--- config.mk ---
export PLATFORM = sky130hd
export DESIGN_NAME = phy_copper_ctl
export DESIGN_NICKNAME = d
export VERILOG_FILES = /design/src/hw/phy_ctl_pkg.sv /design/src/hw/srst_if.sv /design/src/hw/srst_seq.sv /design/src/hw/phy_copper_ctl.sv
export SDC_FILE = /design/constraint.sdc
export NUM_CORES = 1
export LEC_CHECK = 0
export ABC_AREA = 1
export BUFFER_PORTS_ARGS = -buffer_cell sky130_fd_sc_hd__clkbuf_2
export CAP_MARGIN = 20
export CORE_ASPECT_RATIO = 1.75
export CORE_MARGIN = 2
export CORE_UTILIZATION = 40
export DETAILED_ROUTE_END_ITERATION = 10
export GPL_ROUTABILITY_DRIVEN = 0
export HOLD_SLACK_MARGIN = 0.08
export MAX_ROUTING_LAYER = met4
export PLACE_DENSITY = 0.65
export SLEW_MARGIN = 10
export SYNTH_ARGS = -nofsm -noshare
export SYNTH_HDL_FRONTEND = slang
export SYNTH_SLANG_ARGS = --single-unit
--- constraint.sdc ---
create_clock -name clk -period 3.15 [get_ports clk]
set_input_delay 0.4725 -clock clk [delete_from_list [all_inputs] [get_ports clk]]
set_output_delay 0.4725 -clock clk [all_outputs]
set_load 0.005 [all_outputs]
--- src/hw/phy_ctl_pkg.sv ---
package phy_ctl_pkg;
  // clock and software reset timing
  localparam int CLK_PERIOD_NS = 10;
  localparam int SRST_TIME_NS  = 80;
  localparam int SRST_CYC      = (SRST_TIME_NS + CLK_PERIOD_NS - 1) / CLK_PERIOD_NS;

  // byte addresses of the register words
  localparam logic [3:0] ADDR_CTL  = 4'h0;
  localparam logic [3:0] ADDR_AUX  = 4'h4;
  localparam logic [3:0] ADDR_STAT = 4'h8;
  localparam logic [3:0] ADDR_ADV  = 4'hc;

  // control and aux word bit positions
  localparam int CTL_SRST    = 15;
  localparam int CTL_SPD_LSB = 13;
  localparam int CTL_AN_EN   = 12;
  localparam int CTL_PD      = 11;
  localparam int CTL_AN_RST  = 9;
  localparam int CTL_DUP     = 8;
  localparam int CTL_SPD_MSB = 6;
  localparam int AUX_PD      = 2;

  // reset values
  localparam logic [1:0] RST_SPD    = 2'h2;
  localparam logic       RST_AN_EN  = 1'h1;
  localparam logic       RST_DUP    = 1'h1;
  localparam logic       RST_PD     = 1'h0;
  localparam logic       RST_AUX_PD = 1'h0;
  localparam logic [5:0] RST_ADV    = 6'h3f;

  typedef enum logic [1:0] {
    SPD_10   = 2'b00,
    SPD_100  = 2'b01,
    SPD_1000 = 2'b10,
    SPD_RSVD = 2'b11
  } spd_e;

  typedef enum logic {
    SEQ_IDLE = 1'b0,
    SEQ_BUSY = 1'b1
  } seq_e;

  // byte-lane merge of a 16-bit word
  function automatic logic [15:0] merge16(input logic [15:0] old, input logic [15:0] wd,
                                          input logic [1:0] be);
    merge16 = {be[1] ? wd[15:8] : old[15:8], be[0] ? wd[7:0] : old[7:0]};
  endfunction
endpackage

--- src/hw/srst_if.sv ---
`timescale 1ns/1ps
interface srst_if;
  logic start;
  logic busy;
  logic done;
  modport ctrl (output start, input busy, input done);
  modport seq  (input start, output busy, output done);
endinterface

--- src/hw/srst_seq.sv ---
`timescale 1ns/1ps
module srst_seq #(
  parameter int CYC = phy_ctl_pkg::SRST_CYC
) (
  input  wire logic clk,
  input  wire logic rst,
  srst_if.seq       sq
);
  import phy_ctl_pkg::*;

  localparam int SEQ_MAX = CYC + 1;

  typedef struct packed {
    seq_e        st;
    logic [15:0] cnt;
    logic        done;
  } seq_s;

  seq_s s_r;
  seq_s s_nxt;

  always_comb begin
    s_nxt      = s_r;
    s_nxt.done = 1'b0;
    case (s_r.st)
      SEQ_IDLE: begin
        if (sq.start) begin
          s_nxt.st  = SEQ_BUSY;
          s_nxt.cnt = 16'(CYC - 1);
        end
      end
      SEQ_BUSY: begin
        if (sq.start) begin
          s_nxt.cnt = 16'(CYC - 1);
        end else if (s_r.cnt == 16'h0000) begin
          s_nxt.st   = SEQ_IDLE;
          s_nxt.done = 1'b1;
        end else begin
          s_nxt.cnt = s_r.cnt - 16'h0001;
        end
      end
      default: s_nxt.st = SEQ_IDLE;
    endcase
  end

  always_ff @(posedge clk or posedge rst) begin
    if (rst) begin
      s_r <= '{st: SEQ_IDLE, cnt: 16'h0000, done: 1'b0};
    end else begin
      s_r <= s_nxt;
    end
  end

  assign sq.busy = (s_r.st == SEQ_BUSY);
  assign sq.done = s_r.done;
endmodule

--- src/hw/phy_copper_ctl.sv ---
`timescale 1ns/1ps
// Contract
// - speed bits 6,13: 10=1000, 01=100, 00=10
// - speed, duplex, autoneg writes wait for apply
// - forced gigabit still negotiates, advertising duplex bit
// - forced gigabit ignores 10/100 and gigabit advertisement
// - autoneg enable resets to one
// - power down leaves only when both bits zero
// - leaving power down resets and restarts autoneg
// - restart bit self-clears, reads zero
// - autoneg restarts after hardware or software reset
// - isolate and collision test read zero
// - duplex resets to one, full duplex
// - bit 15 resets state machines, self-clears
module phy_copper_ctl #(
  parameter int SRST_CYC = phy_ctl_pkg::SRST_CYC
) (
  input  wire logic              clk,
  input  wire logic              rst,
  input  wire logic [3:0]        avs_address,
  input  wire logic              avs_read,
  input  wire logic              avs_write,
  input  wire logic [31:0]       avs_writedata,
  input  wire logic [3:0]        avs_byteenable,
  output logic      [31:0]       avs_readdata,
  output logic                   avs_waitrequest,
  output phy_ctl_pkg::spd_e      speed_sel,
  output logic                   full_duplex,
  output logic                   an_active,
  output logic      [5:0]        adv_out,
  output logic                   an_restart,
  output logic                   phy_sreset,
  output logic                   powered_down
);
  import phy_ctl_pkg::*;

  typedef struct packed {
    logic        ack;
    logic [31:0] rdata;
    logic [1:0]  spd;
    logic        an_en;
    logic        pd;
    logic        dup;
    logic        aux_pd;
    logic [5:0]  adv;
    logic [1:0]  spd_e;
    logic        an_en_e;
    logic        dup_e;
    logic        pd_q;
    logic        boot;
    logic        an_rst;
    logic        an_act;
    logic [5:0]  adv_o;
  } ctl_s;

  ctl_s s_r;
  ctl_s s_nxt;

  srst_if sq ();

  srst_seq #(
    .CYC (SRST_CYC)
  ) u_seq (
    .clk (clk),
    .rst (rst),
    .sq  (sq.seq)
  );

  logic        req;
  logic        wr_go;
  logic        wr_ctl;
  logic        an_wr;
  logic        pd_now;
  logic        pd_exit;
  logic        apply;
  logic        forced;
  logic [15:0] ctl_rd;
  logic [15:0] ctl_w;
  logic [15:0] aux_rd;
  logic [15:0] stat_rd;
  logic [15:0] adv_rd;
  logic [15:0] aux_w;
  logic [15:0] adv_w;

  always_comb begin
    // shadow view; restart and no-effect bits read zero, bit 15 reads the reset busy flag
    ctl_rd = 16'h0000;
    ctl_rd[CTL_SRST]    = sq.busy;
    ctl_rd[CTL_SPD_LSB] = s_r.spd[0];
    ctl_rd[CTL_AN_EN]   = s_r.an_en;
    ctl_rd[CTL_PD]      = s_r.pd;
    ctl_rd[CTL_DUP]     = s_r.dup;
    ctl_rd[CTL_SPD_MSB] = s_r.spd[1];
    aux_rd = 16'h0000;
    aux_rd[AUX_PD] = s_r.aux_pd;
    stat_rd = {s_r.spd_e, s_r.dup_e, s_r.an_en_e, pd_now, sq.busy, s_r.an_act,
               3'h0, s_r.adv_o};
    adv_rd = {10'h000, s_r.adv};
  end

  always_comb begin
    s_nxt   = s_r;
    req     = avs_read | avs_write;
    wr_go   = avs_write & s_r.ack;
    wr_ctl  = wr_go && (avs_address == ADDR_CTL);
    ctl_w   = merge16(ctl_rd, avs_writedata[15:0], avs_byteenable[1:0]);
    aux_w   = merge16(aux_rd, avs_writedata[15:0], avs_byteenable[1:0]);
    adv_w   = merge16(adv_rd, avs_writedata[15:0], avs_byteenable[1:0]);
    an_wr   = wr_ctl & avs_byteenable[1] & avs_writedata[CTL_AN_RST];
    pd_now  = s_r.pd | s_r.aux_pd;
    pd_exit = s_r.pd_q & ~pd_now;
    forced  = !s_r.an_en_e && (s_r.spd_e == SPD_1000);

    // one wait state: read data captured while waitrequest is high
    if (req && !s_r.ack) begin
      s_nxt.ack = 1'b1;
      if (avs_address == ADDR_CTL) begin
        s_nxt.rdata = {16'h0000, ctl_rd};
      end else if (avs_address == ADDR_AUX) begin
        s_nxt.rdata = {16'h0000, aux_rd};
      end else if (avs_address == ADDR_STAT) begin
        s_nxt.rdata = {16'h0000, stat_rd};
      end else if (avs_address == ADDR_ADV) begin
        s_nxt.rdata = {16'h0000, adv_rd};
      end else begin
        s_nxt.rdata = 32'h0000_0000;
      end
    end else begin
      s_nxt.ack = 1'b0;
    end

    // speed, duplex and autoneg writes land in the shadow; power-down and advertisement writes act directly
    if (wr_ctl) begin
      s_nxt.spd   = {ctl_w[CTL_SPD_MSB], ctl_w[CTL_SPD_LSB]};
      s_nxt.an_en = ctl_w[CTL_AN_EN];
      s_nxt.pd    = ctl_w[CTL_PD];
      s_nxt.dup   = ctl_w[CTL_DUP];
    end else if (wr_go && (avs_address == ADDR_AUX)) begin
      s_nxt.aux_pd = aux_w[AUX_PD];
    end else if (wr_go && (avs_address == ADDR_ADV)) begin
      s_nxt.adv = adv_w[5:0];
    end

    // software reset: bit 15 write or power-down exit
    sq.start = (wr_ctl & avs_byteenable[1] & avs_writedata[CTL_SRST]) | pd_exit;
    apply    = sq.start | an_wr;
    if (apply) begin
      s_nxt.spd_e   = s_nxt.spd;
      s_nxt.an_en_e = s_nxt.an_en;
      s_nxt.dup_e   = s_nxt.dup;
    end

    s_nxt.pd_q   = pd_now;
    s_nxt.boot   = 1'b0;
    s_nxt.an_rst = s_r.boot | sq.done | an_wr | pd_exit;

    // forced gigabit still negotiates with a single advertisement
    s_nxt.an_act = s_r.an_en_e | forced;
    if (forced) begin
      s_nxt.adv_o = {s_r.dup_e, ~s_r.dup_e, 4'h0};
    end else begin
      s_nxt.adv_o = s_r.adv;
    end
  end

  always_ff @(posedge clk or posedge rst) begin
    if (rst) begin
      s_r <= '{ack: 1'b0, rdata: 32'h0000_0000,
               spd: RST_SPD, an_en: RST_AN_EN, pd: RST_PD, dup: RST_DUP,
               aux_pd: RST_AUX_PD, adv: RST_ADV,
               spd_e: RST_SPD, an_en_e: RST_AN_EN, dup_e: RST_DUP,
               pd_q: 1'b0, boot: 1'b1, an_rst: 1'b0, an_act: 1'b1,
               adv_o: RST_ADV};
    end else begin
      s_r <= s_nxt;
    end
  end

  assign avs_waitrequest = req & ~s_r.ack;
  assign avs_readdata    = s_r.rdata;
  assign speed_sel       = spd_e'(s_r.spd_e);
  assign full_duplex     = s_r.dup_e;
  assign an_active       = s_r.an_act;
  assign adv_out         = s_r.adv_o;
  assign an_restart      = s_r.an_rst;
  assign phy_sreset      = sq.busy;
  assign powered_down    = pd_now;
endmodule

==> results_dict.tcl <==
set metrics [dict create \
    status "finished, final reports clean" \
    async_flop_share_pct 100.0 \
    p_total_uw 3310 \
    initial_core_util_pct 41.07 \
    setup_violations 0 \
    final_common_cell "nand2_1" \
    clkPwrFrac_pct 32.5 \
    synth_seq_cells 60 \
    grt_pass1_vias 2433 \
    die_y_um 123.2 \
    cts_root_buf "clkbuf_16" \
    syn_area_mm2 0.003248 \
    grt_max_degree 24 \
    crit_type "flop to flop" \
    worstSetupEndpointType "flop" \
    hp-class "primary input to asynchronous set/reset pin" \
    dp_slack_ps 1226 \
    port_buffers 51 \
    layout_common_cells "143 x nand2_1, 51 x clkbuf_2, 50 x nor2_1" \
    die_w_um 72.12 \
    clk_latency_ps 320 \
    overflow 0 \
    fmax_mhz 563.7 \
    postCtsSetupBuffers 0 \
    r2r-start "u_seq.s_r[1]$_DFFE_PP0P_" \
    track_usage_pct 16.75 \
    drt_first_pass_iters 4 \
    crit_path_max_fanout 15 \
    worst_slew_pin_slew_ps 741.7 \
    fin_area_mm2 0.003707 \
    critPathLaunchType "flop" \
    syn-instance-count 421 \
    place_area_mm2 0.003371 \
    p_sw_share_pct 35.67 \
    whs_ps 119.9 \
    fin_skew_ps 5.273 \
    vias_per_cell 4.632 \
    cts_tree "yes" \
    diodes 0 \
    drt-total-wl_mm 6.634 \
    rsz0062_at_grt "false" \
    ctsHtreeMaxLevel 3 \
    arrival_ps 2040 \
    ys_types 29 \
    cellPowerDensity_mw_per_mm2 892.8 \
    cts_resized 0 \
    seq_power_share_pct 36.2 \
    cts_buffer_depth 2 \
    coreArea_mm2 0.007909 \
    cts_hold_buf 0 \
    drtIter0Drc 137 \
    clkSinkCount 60 \
    area_growth_syn_to_layout_pct 14.14 \
    min_period_over_period_pct 56.32 \
    drc 0 \
    synth_edf_count 0 \
    ys_seq_area_share_pct 47.00 \
    maxCapViolCount 0 \
    leakagePower_uw 0.002002 \
    comb_power_share_pct 31.3 \
    ant_nets 0 \
    tritoncts.num_buffers 9 \
    p_sw_uw 1181 \
    clk_pin_slew_worst_paths_ps 50 \
    dp_hpwl_mm 5.111 \
    wl_per_cell_um 12.02 \
    antenna_found_initial 0 \
    finalHoldViolations 0 \
    drv_slew 0 \
    fill_cells 801 \
    vias 2557 \
    grt_pass1_wl_mm 11.12 \
    vdd_drop_max_mv 0.3861 \
    placementRows 43 \
    relSlewSlack_pct 50.37 \
    critPathRequiredTime_ps 3410 \
    drive_gt1_share_pct 22.73 \
    fin_setup_tns_ps 0 \
    ys.warnings.count 0 \
    period_needed_ps 1774 \
    p_int_uw 2129 \
    layout_setup_ws_ps 1376 \
    synth.avg_cell_area_um2 7.715 \
    worstSetupStartpoint "u_seq.s_r[1]$_DFFE_PP0P_" \
    io_pins 90 \
    fp.dieArea_mm2 0.008886 \
    nNetsFinal 502 \
    ys.flop_type "dfrtp_1" \
]
through the flow:
step | std cells | utilization, %
3_5_place_dp | 536 | 42.62
4_1_cts | 552 | 46.88
5_1_grt | 552 | 46.88
2_1_floorplan | 438 | -
6_report | 552 | 46.88
3_3_place_gp | 536 | 42.62
metal layers:
layer / GRT usage, % / share of wire [%] / wire [um] / vias up
met3: 3.667 / 4.3 / 287 / 11
met1: 17.53 / 39 / 2595 / 1157
met5: - / 0 / 0 / -
li1: - / - / - / 1323
met2: 29.13 / 55 / 3624 / 66
met4: 8.491 / 1.9 / 125 / 0
logic make-up after synthesis:
kind of cell / count (synthesis) / share of synthesized area, %
AO/OA/AOI/OAI: 39 / 6.973
AND/OR/NAND/NOR: 227 / 29.16
buffers and inverters: 89 / 15.29
flip-flops: 60 / 47.00
XOR/XNOR: 4 / 1.079
adder cells (fa/ha/maj): 1 / 0.3851
other: 1 / 0.1155
worst paths after layout:
| check | to | slack (ps) | cells after the start |
|---|---|---|---|
| min reg2reg | adv_out[3]$_DFF_PP1_ | 440 | 2 |
| min | avs_readdata[4]$_DFFE_PP0P_ | 120 | 2 |
| max in group asynchronous | speed_sel[1]$_DFFE_PP1P_ | 2330 | 3 |
| max reg2reg | u_seq.s_r[15]$_DFFE_PP0P_ | 1380 | 8 |
| min in group clk | ctl_rd[12]$_DFF_PP1_ | 360 | 3 |
| max | u_seq.s_r[15]$_DFFE_PP0P_ | 1380 | 8 |
registers in the layout (all words and copies together) (netlist names):
signal,cells
full_duplex,1
aux_rd,1
u_seq.sq.busy,1
an_restart,1
ctl_rd,5
speed_sel,2
u_seq.sq.done,1
adv_rd,6
u_seq.s_r,16
adv_out,6
avs_readdata,15
s_r,4
an_active,1
power by group through the flow:
stage / clock [uW] / sequential, uW / combinational, uW
after detailed placement: 0 / 1210 / 1040
after global placement: 0 / 1200 / 1020
after floorplan: 0 / 1160 / 879
after CTS: 1100 / 1200 / 1050
after global routing: 1130 / 1230 / 1210
final: 1080 / 1200 / 1030
cells in the mapped netlist (2+ instances only):
cell type	instances	share of area, %
dfstp_2	20	16
inv_1	40	4.6
buf_4	41	9.5
inv_2	2	0.23
nand3_1	16	2.5
o21bai_1	4	0.92
dfrtp_1	40	31
nand2_2	5	0.96
nand2_1	143	17
o21ai_1	4	0.62
o21ai_0	18	2.8
nand4_1	6	1.2
clkbuf_1	4	0.46
xor2_1	3	0.81
a21oi_1	7	1.1
a31oi_1	3	0.58
nor2_1	50	5.8
nor2_4	4	1.4
area by class of cell:
cell class	count	area (um2)	share of cell area [%]
clock buffer	11	252.7	6.817
clock inverter	5	83.83	2.261
inverter	42	157.7	4.252
multi-input combinational	289	1289	34.76
sequential	60	1526	41.17
tap	90	112.6	3.037
timing repair buffer	55	285.3	7.695
worst max-delay path, cell delays in order (launching register included):
cell and delay (ps):
dfrtp_1 370, inv_1 100, ha_1 220, nand2_2 160, nor2_4 170, nand3_4 100, a21oi_4 400, nand2_1 100
nand2_1 80
(Power assumes the default switching activity.)
